## config.mk

```make
export PLATFORM = sky130hd
export DESIGN_NAME = card_file_cmd
export DESIGN_NICKNAME = d
export VERILOG_FILES = /design/src/rtl/card_file_pkg.sv /design/src/rtl/card_file_cmd.sv
export SDC_FILE = /design/constraint.sdc
export NUM_CORES = 2
export LEC_CHECK = 0
export ABC_AREA = 0
export BUFFER_PORTS_ARGS = -buffer_cell sky130_fd_sc_hd__clkbuf_2
export CAP_MARGIN = 20
export CORE_ASPECT_RATIO = 1.2
export CORE_MARGIN = 10
export CORE_UTILIZATION = 25
export DETAILED_ROUTE_END_ITERATION = 10
export PLACE_DENSITY_LB_ADDON = 0.15
export SETUP_SLACK_MARGIN = 0.05
export SKIP_CTS_REPAIR_TIMING = 1
export SLEW_MARGIN = 20
export SYNTH_ARGS = -nofsm -noshare
export SYNTH_HDL_FRONTEND = slang
export SYNTH_SLANG_ARGS = --single-unit
```

## constraint.sdc

```tcl
create_clock -name pclk -period 6.3 [get_ports pclk]
set_input_delay 0.315 -clock pclk [delete_from_list [all_inputs] [get_ports pclk]]
set_output_delay 0.315 -clock pclk [all_outputs]
set_load 0.02 [all_outputs]
```

## src/rtl/card_file_pkg.sv

```systemverilog
// Constants for the card file access command engine.
// Assumes an APB3 master with 8-bit byte addresses and 32-bit data.
package card_file_pkg;
  // Register byte offsets
  localparam logic [7:0] ADDR_CMD = 8'h00;
  localparam logic [7:0] ADDR_STATUS = 8'h04;
  localparam logic [7:0] ADDR_FILECFG = 8'h08;
  localparam logic [7:0] ADDR_BUFPTR = 8'h0C;
  localparam logic [7:0] ADDR_DATA = 8'h10;
  localparam logic [7:0] ADDR_SEARCH = 8'h14;
  // Command opcodes in CMD[2:0]
  localparam logic [2:0] OP_RD_BIN = 3'h1;
  localparam logic [2:0] OP_UPD_BIN = 3'h2;
  localparam logic [2:0] OP_RD_REC = 3'h3;
  localparam logic [2:0] OP_UPD_REC = 3'h4;
  localparam logic [2:0] OP_SEARCH = 3'h5;
  // CMD field positions
  localparam int CMD_P1_LSB = 8;
  localparam int CMD_P2_LSB = 16;
  localparam int CMD_LEN_LSB = 24;
  // FILECFG field positions
  localparam int CFG_CUR_REC = 0;
  localparam int CFG_CYCLIC = 1;
  localparam int CFG_RD_OK = 2;
  localparam int CFG_UPD_OK = 3;
  localparam int CFG_SFIB_LSB = 4;
  localparam int CFG_SFIR_LSB = 9;
  localparam logic [13:0] CFG_RESET = 14'h0000;
  // STATUS field positions
  localparam int STS_BUSY = 0;
  localparam int STS_DONE = 1;
  localparam int STS_ERR_LSB = 2;
  localparam int STS_CNT_LSB = 8;
  localparam int STS_PTR_LSB = 16;
  localparam int STS_HEAD_LSB = 20;
  // SEARCH field positions
  localparam int SRCH_LE_LSB = 0;
  localparam int SRCH_KIND_LSB = 8;
  localparam int SRCH_VAL_LSB = 16;
  localparam logic [1:0] SK_SIMPLE = 2'h0;
  localparam logic [1:0] SK_OFFSET = 2'h1;
  localparam logic [1:0] SK_AFTER = 2'h2;
  // Parameter byte codings
  localparam logic [2:0] P1_SFI_TAG = 3'h4;
  localparam logic [2:0] MODE_NEXT = 3'h2;
  localparam logic [2:0] MODE_PREV = 3'h3;
  localparam logic [2:0] MODE_ABS = 3'h4;
  localparam logic [7:0] P1_CURRENT = 8'h00;
  // Error codes
  localparam logic [1:0] ERR_NONE = 2'h0;
  localparam logic [1:0] ERR_ACCESS = 2'h1;
  localparam logic [1:0] ERR_PARAM = 2'h2;
  localparam logic [1:0] ERR_NOREC = 2'h3;
  // File geometry
  localparam int BIN_SIZE = 256;
  localparam logic [15:0] BIN_SIZE_W = 16'h0100;
  localparam int REC_NUM = 8;
  localparam logic [3:0] REC_NUM_L = 4'h8;
  localparam int REC_LEN = 16;
  localparam logic [7:0] REC_LEN_B = 8'h10;
  localparam int BUF_LEN = 32;
  localparam logic [7:0] BUF_LEN_B = 8'h20;
  typedef enum logic [2:0] {
    S_IDLE = 3'b000,
    S_CHECK = 3'b001,
    S_MOVE = 3'b011,
    S_FIN = 3'b111,
    S_SRCH = 3'b010,
    S_EMIT = 3'b110
  } state_t;
endpackage : card_file_pkg

```

## src/rtl/card_file_cmd.sv

```systemverilog
// Card file access command engine: binary and record read/update and record search.
// Assumes an APB3 master on pclk; one transparent file and one record file held on chip.
//
// The APB slave port and the address map were left to the implementer.
`timescale 1ns/1ps
module card_file_cmd
  import card_file_pkg::*;
(
  // Clock and reset
  input wire logic pclk,
  input wire logic presetn,
  // APB slave
  input wire logic psel,
  input wire logic penable,
  input wire logic pwrite,
  input wire logic [7:0] paddr,
  input wire logic [31:0] pwdata,
  output logic [31:0] prdata,
  output logic pready,
  output logic pslverr
);

  logic [7:0] bin_mem [0:BIN_SIZE-1];
  logic [7:0] rec_mem [0:REC_NUM*REC_LEN-1];
  logic [7:0] buf_r [0:BUF_LEN-1];

  state_t st_r;
  logic [2:0] op_r;
  logic [7:0] p1_r, p2_r, len_r;
  logic cfg_cur_rec_r, cfg_cyc_r, cfg_rd_ok_r, cfg_upd_ok_r;
  logic [4:0] cfg_sfi_bin_r, cfg_sfi_rec_r;
  logic [7:0] srch_le_r, srch_val_r;
  logic [1:0] srch_kind_r;
  logic [4:0] bufptr_r;
  logic [3:0] ptr_r, nptr_r;
  logic [2:0] head_r, nhead_r;
  logic [1:0] err_r;
  logic done_r, to_buf_r, is_rec_r;
  logic [7:0] base_r, cnt_r, resp_cnt_r;
  logic [3:0] srec_r, first_r, erec_r;
  logic [4:0] spos_r, sk_r, start0_r;
  logic sfind_r;
  logic [7:0] match_r;
  logic pready_r, pslverr_r;
  logic [31:0] prdata_r;

  // Logical record number to storage slot; record one of a cyclic file sits at head
  function automatic logic [2:0] phys_of(input logic [3:0] lg, input logic cyc,
                                         input logic [2:0] hd);
    logic [3:0] s;
    s = lg - 4'h1 + (cyc ? {1'b0, hd} : 4'h0);
    return s[2:0];
  endfunction : phys_of

  // APB decode
  logic setup, acc, addr_ok, wr, rd_data, idle;
  assign setup = psel & ~penable;
  assign acc = psel & penable & pready_r;
  assign addr_ok = (paddr == ADDR_CMD) || (paddr == ADDR_STATUS) || (paddr == ADDR_FILECFG)
                || (paddr == ADDR_BUFPTR) || (paddr == ADDR_DATA) || (paddr == ADDR_SEARCH);
  assign idle = (st_r == S_IDLE);
  assign wr = acc & pwrite & ~pslverr_r & idle;
  assign rd_data = acc & ~pwrite & idle & (paddr == ADDR_DATA);

  logic [31:0] rd_mux;
  always_comb begin
    rd_mux = 32'h0000_0000;
    unique case (paddr)
      ADDR_CMD: rd_mux = {len_r, p2_r, p1_r, 5'h00, op_r};
      ADDR_STATUS: begin
        rd_mux[STS_BUSY] = ~idle;
        rd_mux[STS_DONE] = done_r;
        rd_mux[STS_ERR_LSB +: 2] = err_r;
        rd_mux[STS_CNT_LSB +: 8] = resp_cnt_r;
        rd_mux[STS_PTR_LSB +: 4] = ptr_r;
        rd_mux[STS_HEAD_LSB +: 3] = head_r;
      end
      ADDR_FILECFG: rd_mux = {18'h00000, cfg_sfi_rec_r, cfg_sfi_bin_r, cfg_upd_ok_r,
                              cfg_rd_ok_r, cfg_cyc_r, cfg_cur_rec_r};
      ADDR_BUFPTR: rd_mux = {27'h0000000, bufptr_r};
      ADDR_DATA: rd_mux = {24'h000000, buf_r[bufptr_r]};
      ADDR_SEARCH: rd_mux = {8'h00, srch_val_r, 6'h00, srch_kind_r, srch_le_r};
      default: rd_mux = 32'h0000_0000;
    endcase
  end

  // One wait-free access phase; data and error are fixed in the setup cycle
  always_ff @(posedge pclk or negedge presetn) begin
    if (!presetn) begin
      pready_r <= 1'b0;
      pslverr_r <= 1'b0;
      prdata_r <= 32'h0000_0000;
    end else begin
      pready_r <= setup & ~pready_r;
      if (setup) begin
        pslverr_r <= ~addr_ok;
        prdata_r <= addr_ok ? rd_mux : 32'h0000_0000;
      end
    end
  end

  // Software configuration; changes are refused while a command runs
  always_ff @(posedge pclk or negedge presetn) begin
    if (!presetn) begin
      {cfg_sfi_rec_r, cfg_sfi_bin_r, cfg_upd_ok_r, cfg_rd_ok_r, cfg_cyc_r,
       cfg_cur_rec_r} <= CFG_RESET;
      srch_le_r <= 8'h00;
      srch_kind_r <= SK_SIMPLE;
      srch_val_r <= 8'h00;
      bufptr_r <= 5'h00;
    end else begin
      if (wr && paddr == ADDR_FILECFG) begin
        cfg_cur_rec_r <= pwdata[CFG_CUR_REC];
        cfg_cyc_r <= pwdata[CFG_CYCLIC];
        cfg_rd_ok_r <= pwdata[CFG_RD_OK];
        cfg_upd_ok_r <= pwdata[CFG_UPD_OK];
        cfg_sfi_bin_r <= pwdata[CFG_SFIB_LSB +: 5];
        cfg_sfi_rec_r <= pwdata[CFG_SFIR_LSB +: 5];
      end
      if (wr && paddr == ADDR_SEARCH) begin
        srch_le_r <= pwdata[SRCH_LE_LSB +: 8];
        srch_kind_r <= pwdata[SRCH_KIND_LSB +: 2];
        srch_val_r <= pwdata[SRCH_VAL_LSB +: 8];
      end
      if (wr && paddr == ADDR_BUFPTR) begin
        bufptr_r <= pwdata[4:0];
      end else if ((wr && paddr == ADDR_DATA) || rd_data) begin
        bufptr_r <= bufptr_r + 5'h01;
      end
    end
  end

  // Command check, done in one cycle before anything is touched
  logic [1:0] c_err;
  logic [15:0] c_off;
  logic [3:0] c_tgt, c_nptr;
  logic [2:0] c_nhead, c_mode;
  logic c_to_buf, c_rec, c_acc_ok;
  always_comb begin
    c_err = ERR_NONE;
    c_off = {1'b0, p1_r[6:0], p2_r};
    c_tgt = ptr_r;
    c_nptr = ptr_r;
    c_nhead = head_r;
    c_mode = p2_r[2:0];
    c_to_buf = (op_r != OP_UPD_BIN) && (op_r != OP_UPD_REC);
    c_rec = (op_r == OP_RD_REC) || (op_r == OP_UPD_REC) || (op_r == OP_SEARCH);
    c_acc_ok = c_to_buf ? cfg_rd_ok_r : cfg_upd_ok_r;
    if (!c_rec) begin
      if (!p1_r[7]) begin
        if (cfg_cur_rec_r) c_err = ERR_PARAM;
      end else if (p1_r[7:5] == P1_SFI_TAG) begin
        c_off = {8'h00, p2_r};
        if (p1_r[4:0] != cfg_sfi_bin_r) c_err = ERR_PARAM;
      end else begin
        c_err = ERR_PARAM;
      end
      if (op_r != OP_RD_BIN && op_r != OP_UPD_BIN) c_err = ERR_PARAM;
      if (c_err == ERR_NONE && !c_acc_ok) c_err = ERR_ACCESS;
      else if (c_err == ERR_NONE && (len_r > BUF_LEN_B || c_off + {8'h00, len_r} > BIN_SIZE_W))
        c_err = ERR_PARAM;
    end else begin
      if (p2_r[7:3] == 5'h00 ? !cfg_cur_rec_r : p2_r[7:3] != cfg_sfi_rec_r) c_err = ERR_PARAM;
      else if (!c_acc_ok) c_err = ERR_ACCESS;
      else if (op_r == OP_SEARCH) begin
        if (len_r == 8'h00 || len_r > REC_LEN_B || srch_kind_r == 2'h3
            || (srch_kind_r == SK_OFFSET && srch_val_r >= REC_LEN_B)) c_err = ERR_PARAM;
      end else if (len_r != REC_LEN_B) c_err = ERR_PARAM;
      else if (op_r == OP_UPD_REC && cfg_cyc_r) begin
        if (c_mode != MODE_PREV) c_err = ERR_PARAM;
        c_nhead = head_r - 3'h1;
        c_nptr = 4'h1;
        c_tgt = 4'h1;
      end else begin
        // mode decode; P1 unused in next/previous
        unique case (c_mode)
          MODE_ABS: begin
            c_tgt = (p1_r == P1_CURRENT) ? ptr_r : p1_r[3:0];
            if (p1_r > {4'h0, REC_NUM_L} || c_tgt == 4'h0) c_err = ERR_NOREC;
          end
          MODE_NEXT: begin
            if (ptr_r == 4'h0) c_tgt = 4'h1;
            else if (ptr_r != REC_NUM_L) c_tgt = ptr_r + 4'h1;
            else if (cfg_cyc_r) c_tgt = 4'h1;
            else c_err = ERR_NOREC;
            c_nptr = c_tgt;
          end
          MODE_PREV: begin
            if (ptr_r == 4'h0) c_tgt = REC_NUM_L;
            else if (ptr_r != 4'h1) c_tgt = ptr_r - 4'h1;
            else if (cfg_cyc_r) c_tgt = REC_NUM_L;
            else c_err = ERR_NOREC;
            c_nptr = c_tgt;
          end
          default: c_err = ERR_PARAM;
        endcase
      end
    end
  end

  // Search stepping decisions
  logic [7:0] sbyte;
  logic [4:0] sidx, plen;
  logic s_hit, s_adv;
  assign plen = len_r[4:0];
  assign sidx = sfind_r ? spos_r : spos_r + sk_r;
  assign sbyte = rec_mem[{phys_of(srec_r, cfg_cyc_r, head_r), sidx[3:0]}];
  always_comb begin
    s_hit = 1'b0;
    s_adv = 1'b0;
    if (!sfind_r) begin
      if ({1'b0, spos_r} + {1'b0, plen} > 6'h10) s_adv = 1'b1;
      else if (sbyte == buf_r[sk_r] && sk_r == plen - 5'h01) begin
        s_hit = 1'b1;
        s_adv = 1'b1;
      end
    end else if (sbyte != srch_val_r && spos_r == 5'h0F) begin
      s_adv = 1'b1;
    end
  end

  logic emit_wr;
  assign emit_wr = (st_r == S_EMIT) && match_r[erec_r[2:0] - 3'h1]
                   && resp_cnt_r < srch_le_r && resp_cnt_r < BUF_LEN_B;

  // Command sequencer and record pointer
  always_ff @(posedge pclk or negedge presetn) begin
    if (!presetn) begin
      st_r <= S_IDLE;
      {op_r, p1_r, p2_r, len_r} <= 27'h0000000;
      ptr_r <= 4'h0;
      head_r <= 3'h0;
      nptr_r <= 4'h0;
      nhead_r <= 3'h0;
      err_r <= ERR_NONE;
      done_r <= 1'b0;
      to_buf_r <= 1'b1;
      is_rec_r <= 1'b0;
      base_r <= 8'h00;
      cnt_r <= 8'h00;
      resp_cnt_r <= 8'h00;
      {srec_r, first_r, erec_r} <= 12'h000;
      {spos_r, sk_r, start0_r} <= 15'h0000;
      sfind_r <= 1'b0;
      match_r <= 8'h00;
    end else begin
      unique case (st_r)
        S_IDLE: begin
          // A new selection forgets the record pointer
          if (wr && paddr == ADDR_FILECFG) ptr_r <= 4'h0;
          if (wr && paddr == ADDR_CMD) begin
            op_r <= pwdata[2:0];
            p1_r <= pwdata[CMD_P1_LSB +: 8];
            p2_r <= pwdata[CMD_P2_LSB +: 8];
            len_r <= pwdata[CMD_LEN_LSB +: 8];
            done_r <= 1'b0;
            st_r <= S_CHECK;
          end
        end
        S_CHECK: begin
          err_r <= c_err;
          to_buf_r <= c_to_buf;
          is_rec_r <= c_rec;
          nptr_r <= c_nptr;
          nhead_r <= c_nhead;
          cnt_r <= 8'h00;
          base_r <= c_rec ? {1'b0, (c_tgt == 4'h1 && op_r == OP_UPD_REC && cfg_cyc_r)
                                   ? c_nhead : phys_of(c_tgt, cfg_cyc_r, head_r), 4'h0}
                          : c_off[7:0];
          resp_cnt_r <= (c_err == ERR_NONE && c_to_buf && op_r != OP_SEARCH) ? len_r : 8'h00;
          srec_r <= 4'h1;
          first_r <= 4'h0;
          match_r <= 8'h00;
          sk_r <= 5'h00;
          start0_r <= (srch_kind_r == SK_OFFSET) ? srch_val_r[4:0] : 5'h00;
          spos_r <= (srch_kind_r == SK_OFFSET) ? srch_val_r[4:0] : 5'h00;
          sfind_r <= (srch_kind_r == SK_AFTER);
          if (c_err != ERR_NONE) st_r <= S_FIN;
          else if (op_r == OP_SEARCH) st_r <= S_SRCH;
          else if (len_r == 8'h00) st_r <= S_FIN;
          else st_r <= S_MOVE;
        end
        S_MOVE: begin
          cnt_r <= cnt_r + 8'h01;
          if (cnt_r == len_r - 8'h01) st_r <= S_FIN;
        end
        S_SRCH: begin
          if (s_hit) begin
            match_r[srec_r[2:0] - 3'h1] <= 1'b1;
            if (first_r == 4'h0) first_r <= srec_r;
          end
          if (s_adv) begin
            if (srec_r == REC_NUM_L) begin
              st_r <= S_EMIT;
              erec_r <= 4'h1;
            end
            srec_r <= srec_r + 4'h1;
            spos_r <= start0_r;
            sk_r <= 5'h00;
            sfind_r <= (srch_kind_r == SK_AFTER);
          end else if (sfind_r) begin
            if (sbyte == srch_val_r) sfind_r <= 1'b0;
            spos_r <= spos_r + 5'h01;
          end else if (sbyte == buf_r[sk_r]) begin
            sk_r <= sk_r + 5'h01;
          end else begin
            sk_r <= 5'h00;
            spos_r <= spos_r + 5'h01;
          end
        end
        S_EMIT: begin
          // up to Le numbers, pointer to first
          if (emit_wr) resp_cnt_r <= resp_cnt_r + 8'h01;
          erec_r <= erec_r + 4'h1;
          if (erec_r == REC_NUM_L) begin
            nptr_r <= (first_r != 4'h0) ? first_r : ptr_r;
            st_r <= S_FIN;
          end
        end
        S_FIN: begin
          if (err_r == ERR_NONE) begin
            ptr_r <= nptr_r;
            head_r <= nhead_r;
          end
          done_r <= 1'b1;
          st_r <= S_IDLE;
        end
        default: st_r <= S_IDLE;
      endcase
    end
  end

  // File storage and transfer buffer
  logic [7:0] mem_addr;
  assign mem_addr = base_r + cnt_r;
  always_ff @(posedge pclk) begin
    if (st_r == S_MOVE) begin
      if (to_buf_r) begin
        // bytes out of the chosen file
        buf_r[cnt_r[4:0]] <= is_rec_r ? rec_mem[mem_addr[6:0]] : bin_mem[mem_addr];
      end else if (is_rec_r) begin
        rec_mem[mem_addr[6:0]] <= buf_r[cnt_r[4:0]];
      end else begin
        bin_mem[mem_addr] <= buf_r[cnt_r[4:0]];
      end
    end else if (emit_wr) begin
      buf_r[resp_cnt_r[4:0]] <= {4'h0, erec_r};
    end else if (wr && paddr == ADDR_DATA) begin
      buf_r[bufptr_r] <= pwdata[7:0];
    end
  end

  assign prdata = prdata_r;
  assign pready = pready_r;
  assign pslverr = pslverr_r;
endmodule : card_file_cmd

```

==> flow_metrics.tcl <==
set metrics [dict create \
    fmax_mhz 159 \
    yosysTopAreaCellShare 0.625 \
    tns_ps 0 \
    critPathMaxFanout 40 \
    cpMaxStageDelayCell "fa_4" \
    drv_cap 0 \
    final_area_sq_um 188000 \
    worst_slew_pin_slew_ps 1200 \
    synth_top_area_cell "edfxtp_1" \
    synth-edff-count 3328 \
    grt_util_met1 0.217 \
    p_per_area_nw_per_um2 514 \
    initial_core_util 0.251 \
    crit_family "compound AO/OA/AOI/OAI gates" \
    first_global_vias 104000 \
    fin_nets 10700 \
    period_share 0.996 \
    slew_headroom 0.198 \
    finalWirelength_mm 607 \
    place_area_sq_um 175000 \
    clock_latency_ps 1010 \
    yosys_warnings 0 \
    overflow 0 \
    cp.required_ps 7130 \
    hold_ws_ps 67.2 \
    synth_top_flop_cell "edfxtp_1" \
    rows 321 \
    crit_path_start_kind "flip-flop" \
    crit_chain "ha_4 > fa_4 > buf_12 > buf_12 > buf_4 > mux4_2 > mux4_2 > nand2_1 > a21oi_1 > a21oi_1 > o211ai_1 > nand2_1 > a31oi_2 > buf_4 > a221o_1 > buf_12" \
    clock-sinks 3508 \
    p_leak_uw 0.0605 \
    layout_min_cycle_time_ps 6270 \
    syn-cell-area_sq_um 160000 \
    syn_avg_cell_area_sq_um 15.8 \
    avgRoutedWirePerCell_um 31.4 \
    grt_start_max_net_pins 211 \
    core_sq_um 637000 \
    hpwl_mm 392 \
    syn_to_final_growth_pct 17.6 \
    clkTransAtPathRegs_ps 60 \
    fp.dieH_um 896 \
    synth-seq-area-share 0.653 \
    clockRootBuffer "clkbuf_16" \
    synth_seq_cells 3508 \
    port_buffers 78 \
    end_kind "flip-flop" \
    h-tree-depth 5 \
    grt_util_met3 0.0235 \
    crit_arrival_ps 7100 \
    synth.area.top_cells "edfxtp_1, mux4_2, dfrtp_1" \
    fin_skew_ps 137 \
    antenna_found_initial 26 \
    grt_setup_unrepaired "no" \
    yosysUniqueCellTypes 99 \
    antenna_left 0 \
    synth_cells 10100 \
    hp-class "input pin to flip-flop" \
    first_pass_iters 8 \
    grt_use_met2 0.302 \
    cts_buffers 395 \
    dp.cells 18600 \
    criticalPathCategory "flip-flop to flip-flop" \
    layout-drive-gt1-share 0.246 \
    place.gp.congestion 0.861 \
    dieWidth_um 750 \
    synthesis.nets 10200 \
    first_iter_violations 9834 \
    path_common_cell "buf_12" \
    slowest_delay_ps 850 \
    die-area_sq_um 673000 \
    grt_busiest_layer "met2" \
    grt_usage 0.174 \
    setup_viol 0 \
    p_total_uw 96700 \
    status "finished, final reports clean" \
    nFillCells 62700 \
    irDropWorstVdd_mv 0.805 \
    routed_via_density 5.22 \
    drv_slew 0 \
    synth_most_common_cell "edfxtp_1" \
    clock_path_buffers 4 \
    cp_num_buf_inv 5 \
    final_cells 19300 \
    vias 101000 \
    grt_first_pass_wirelength_mm 847 \
    async_reset_ff_frac 0.0513 \
    drc 0 \
    r2r_setup_slack_ps 30 \
    cts_tree "built" \
    io-pin-count 79 \
    final_hold_viol_count 0 \
    ys_top_cells_by_count "edfxtp_1, nand2_1, mux4_2, nor2_1, a21oi_1" \
]
state kept, by name, indices dropped and copies added, names as in the netlist, 4 cells and up, named ones only:
register	count
bin_mem	2048
rec_mem	1024
buf_r	256
prdata	32
base_r	8
cnt_r	8
len_r	8
match_r	8
p1_r	8
p2_r	8
resp_cnt_r	8
srch_le_r	8
srch_val_r	8
bufptr_r	5
cfg_sfi_bin_r	5
cfg_sfi_rec_r	5
sk_r	5
spos_r	5
start0_r	5
erec_r	4
first_r	4
nptr_r	4
ptr_r	4
srec_r	4
power breakdown:
part / switching (uW) / internal (uW) / leakage [uW]
combinational: 27700 / 14000 / 0.0220
sequential: 184 / 31700 / 0.0323
clock: 9870 / 13200 / 0.00615
final timing paths:
check / end / cells past startpoint / startpoint
worst max-delay path: buf_r[8][0] / 16 / cnt_r[0]
worst min-delay path: len_r[5] / 4 / pwdata[29]
worst max register to register: buf_r[8][0] / 16 / cnt_r[0]
worst min register to register: pready / 1 / pready
max in group asynchronous: nhead_r[1] / 4 / presetn
min in group asynchronous: prdata[0] / 4 / presetn
cell type report:
type,count,area (sq um),share of cell area
timing repair buffer,852,7900,0.0420
sequential,3508,104000,0.555
clock inverter,229,2150,0.0114
tap,8398,10500,0.0558
antenna,6,15.0,0.0000798
inverter,68,269,0.00143
clock buffer,487,10500,0.0556
multi-input combinational,5777,52400,0.279
metrics by stage:
step / util / worst slack [ps]
after CTS: 0.294 / -651
after global routing: 0.295 / 50.2
after floorplan: - / 749
final: 0.295 / 27.5
after detailed placement: 0.275 / -612
after global placement: 0.274 / -523
cells in the final DEF (no fill, tap or decap), types with 47 or more instances in the layout:
master / netlist / routed
a211oi_1: 264 / 260
a21oi_1: 529 / 524
a221oi_1: 112 / 112
a22o_1: 66 / 65
a22oi_1: 91 / 91
a31oi_1: 51 / 50
and3_1: 94 / 94
buf_12: 0 / 124
buf_4: 39 / 605
clkbuf_1: 402 / 81
clkbuf_16: 0 / 406
clkbuf_2: 0 / 77
clkinv_1: 1 / 86
clkinv_2: 0 / 72
dfrtp_1: 179 / 169
edfxtp_1: 3328 / 3328
ha_1: 53 / 51
inv_1: 65 / 63
mux2_2: 55 / 47
mux2i_1: 118 / 116
mux4_2: 1124 / 1124
nand2_1: 1131 / 1118
nand3_1: 151 / 147
nor2_1: 595 / 575
nor2b_1: 164 / 163
nor3_1: 59 / 56
o21ai_0: 319 / 316
o22ai_1: 163 / 163
worst min-delay path, cell delays in order:
cell and delay (ps):
dlygate4sd3_1 520, clkbuf_2 100, nand2_1 40, nand2_1 50
cell families (layout without fill, tap and decap cells):
| family | count (synthesis) | after routing | share of synthesized area |
|---|---|---|---|
| compound gates | 1938 | 1938 | 0.0796 |
| xor+xnor | 69 | 69 | 0.00378 |
| fa+ha+maj | 57 | 57 | 0.00465 |
| simple gates | 2412 | 2412 | 0.0664 |
| buf+inv | 861 | 1636 | 0.0230 |
| mux | 1301 | 1301 | 0.170 |
| flops | 3508 | 3508 | 0.653 |
| other cells | 0 | 6 | 0 |
routing by layer:
| layer | part of all wire | wire length, um |
|---|---|---|
| met1 | 0.40 | 241000 |
| met5 | 0.000064 | 39 |
| met2 | 0.50 | 303000 |
| met3 | 0.053 | 32100 |
| met4 | 0.050 | 30500 |
(Power assumes the default switching activity.)
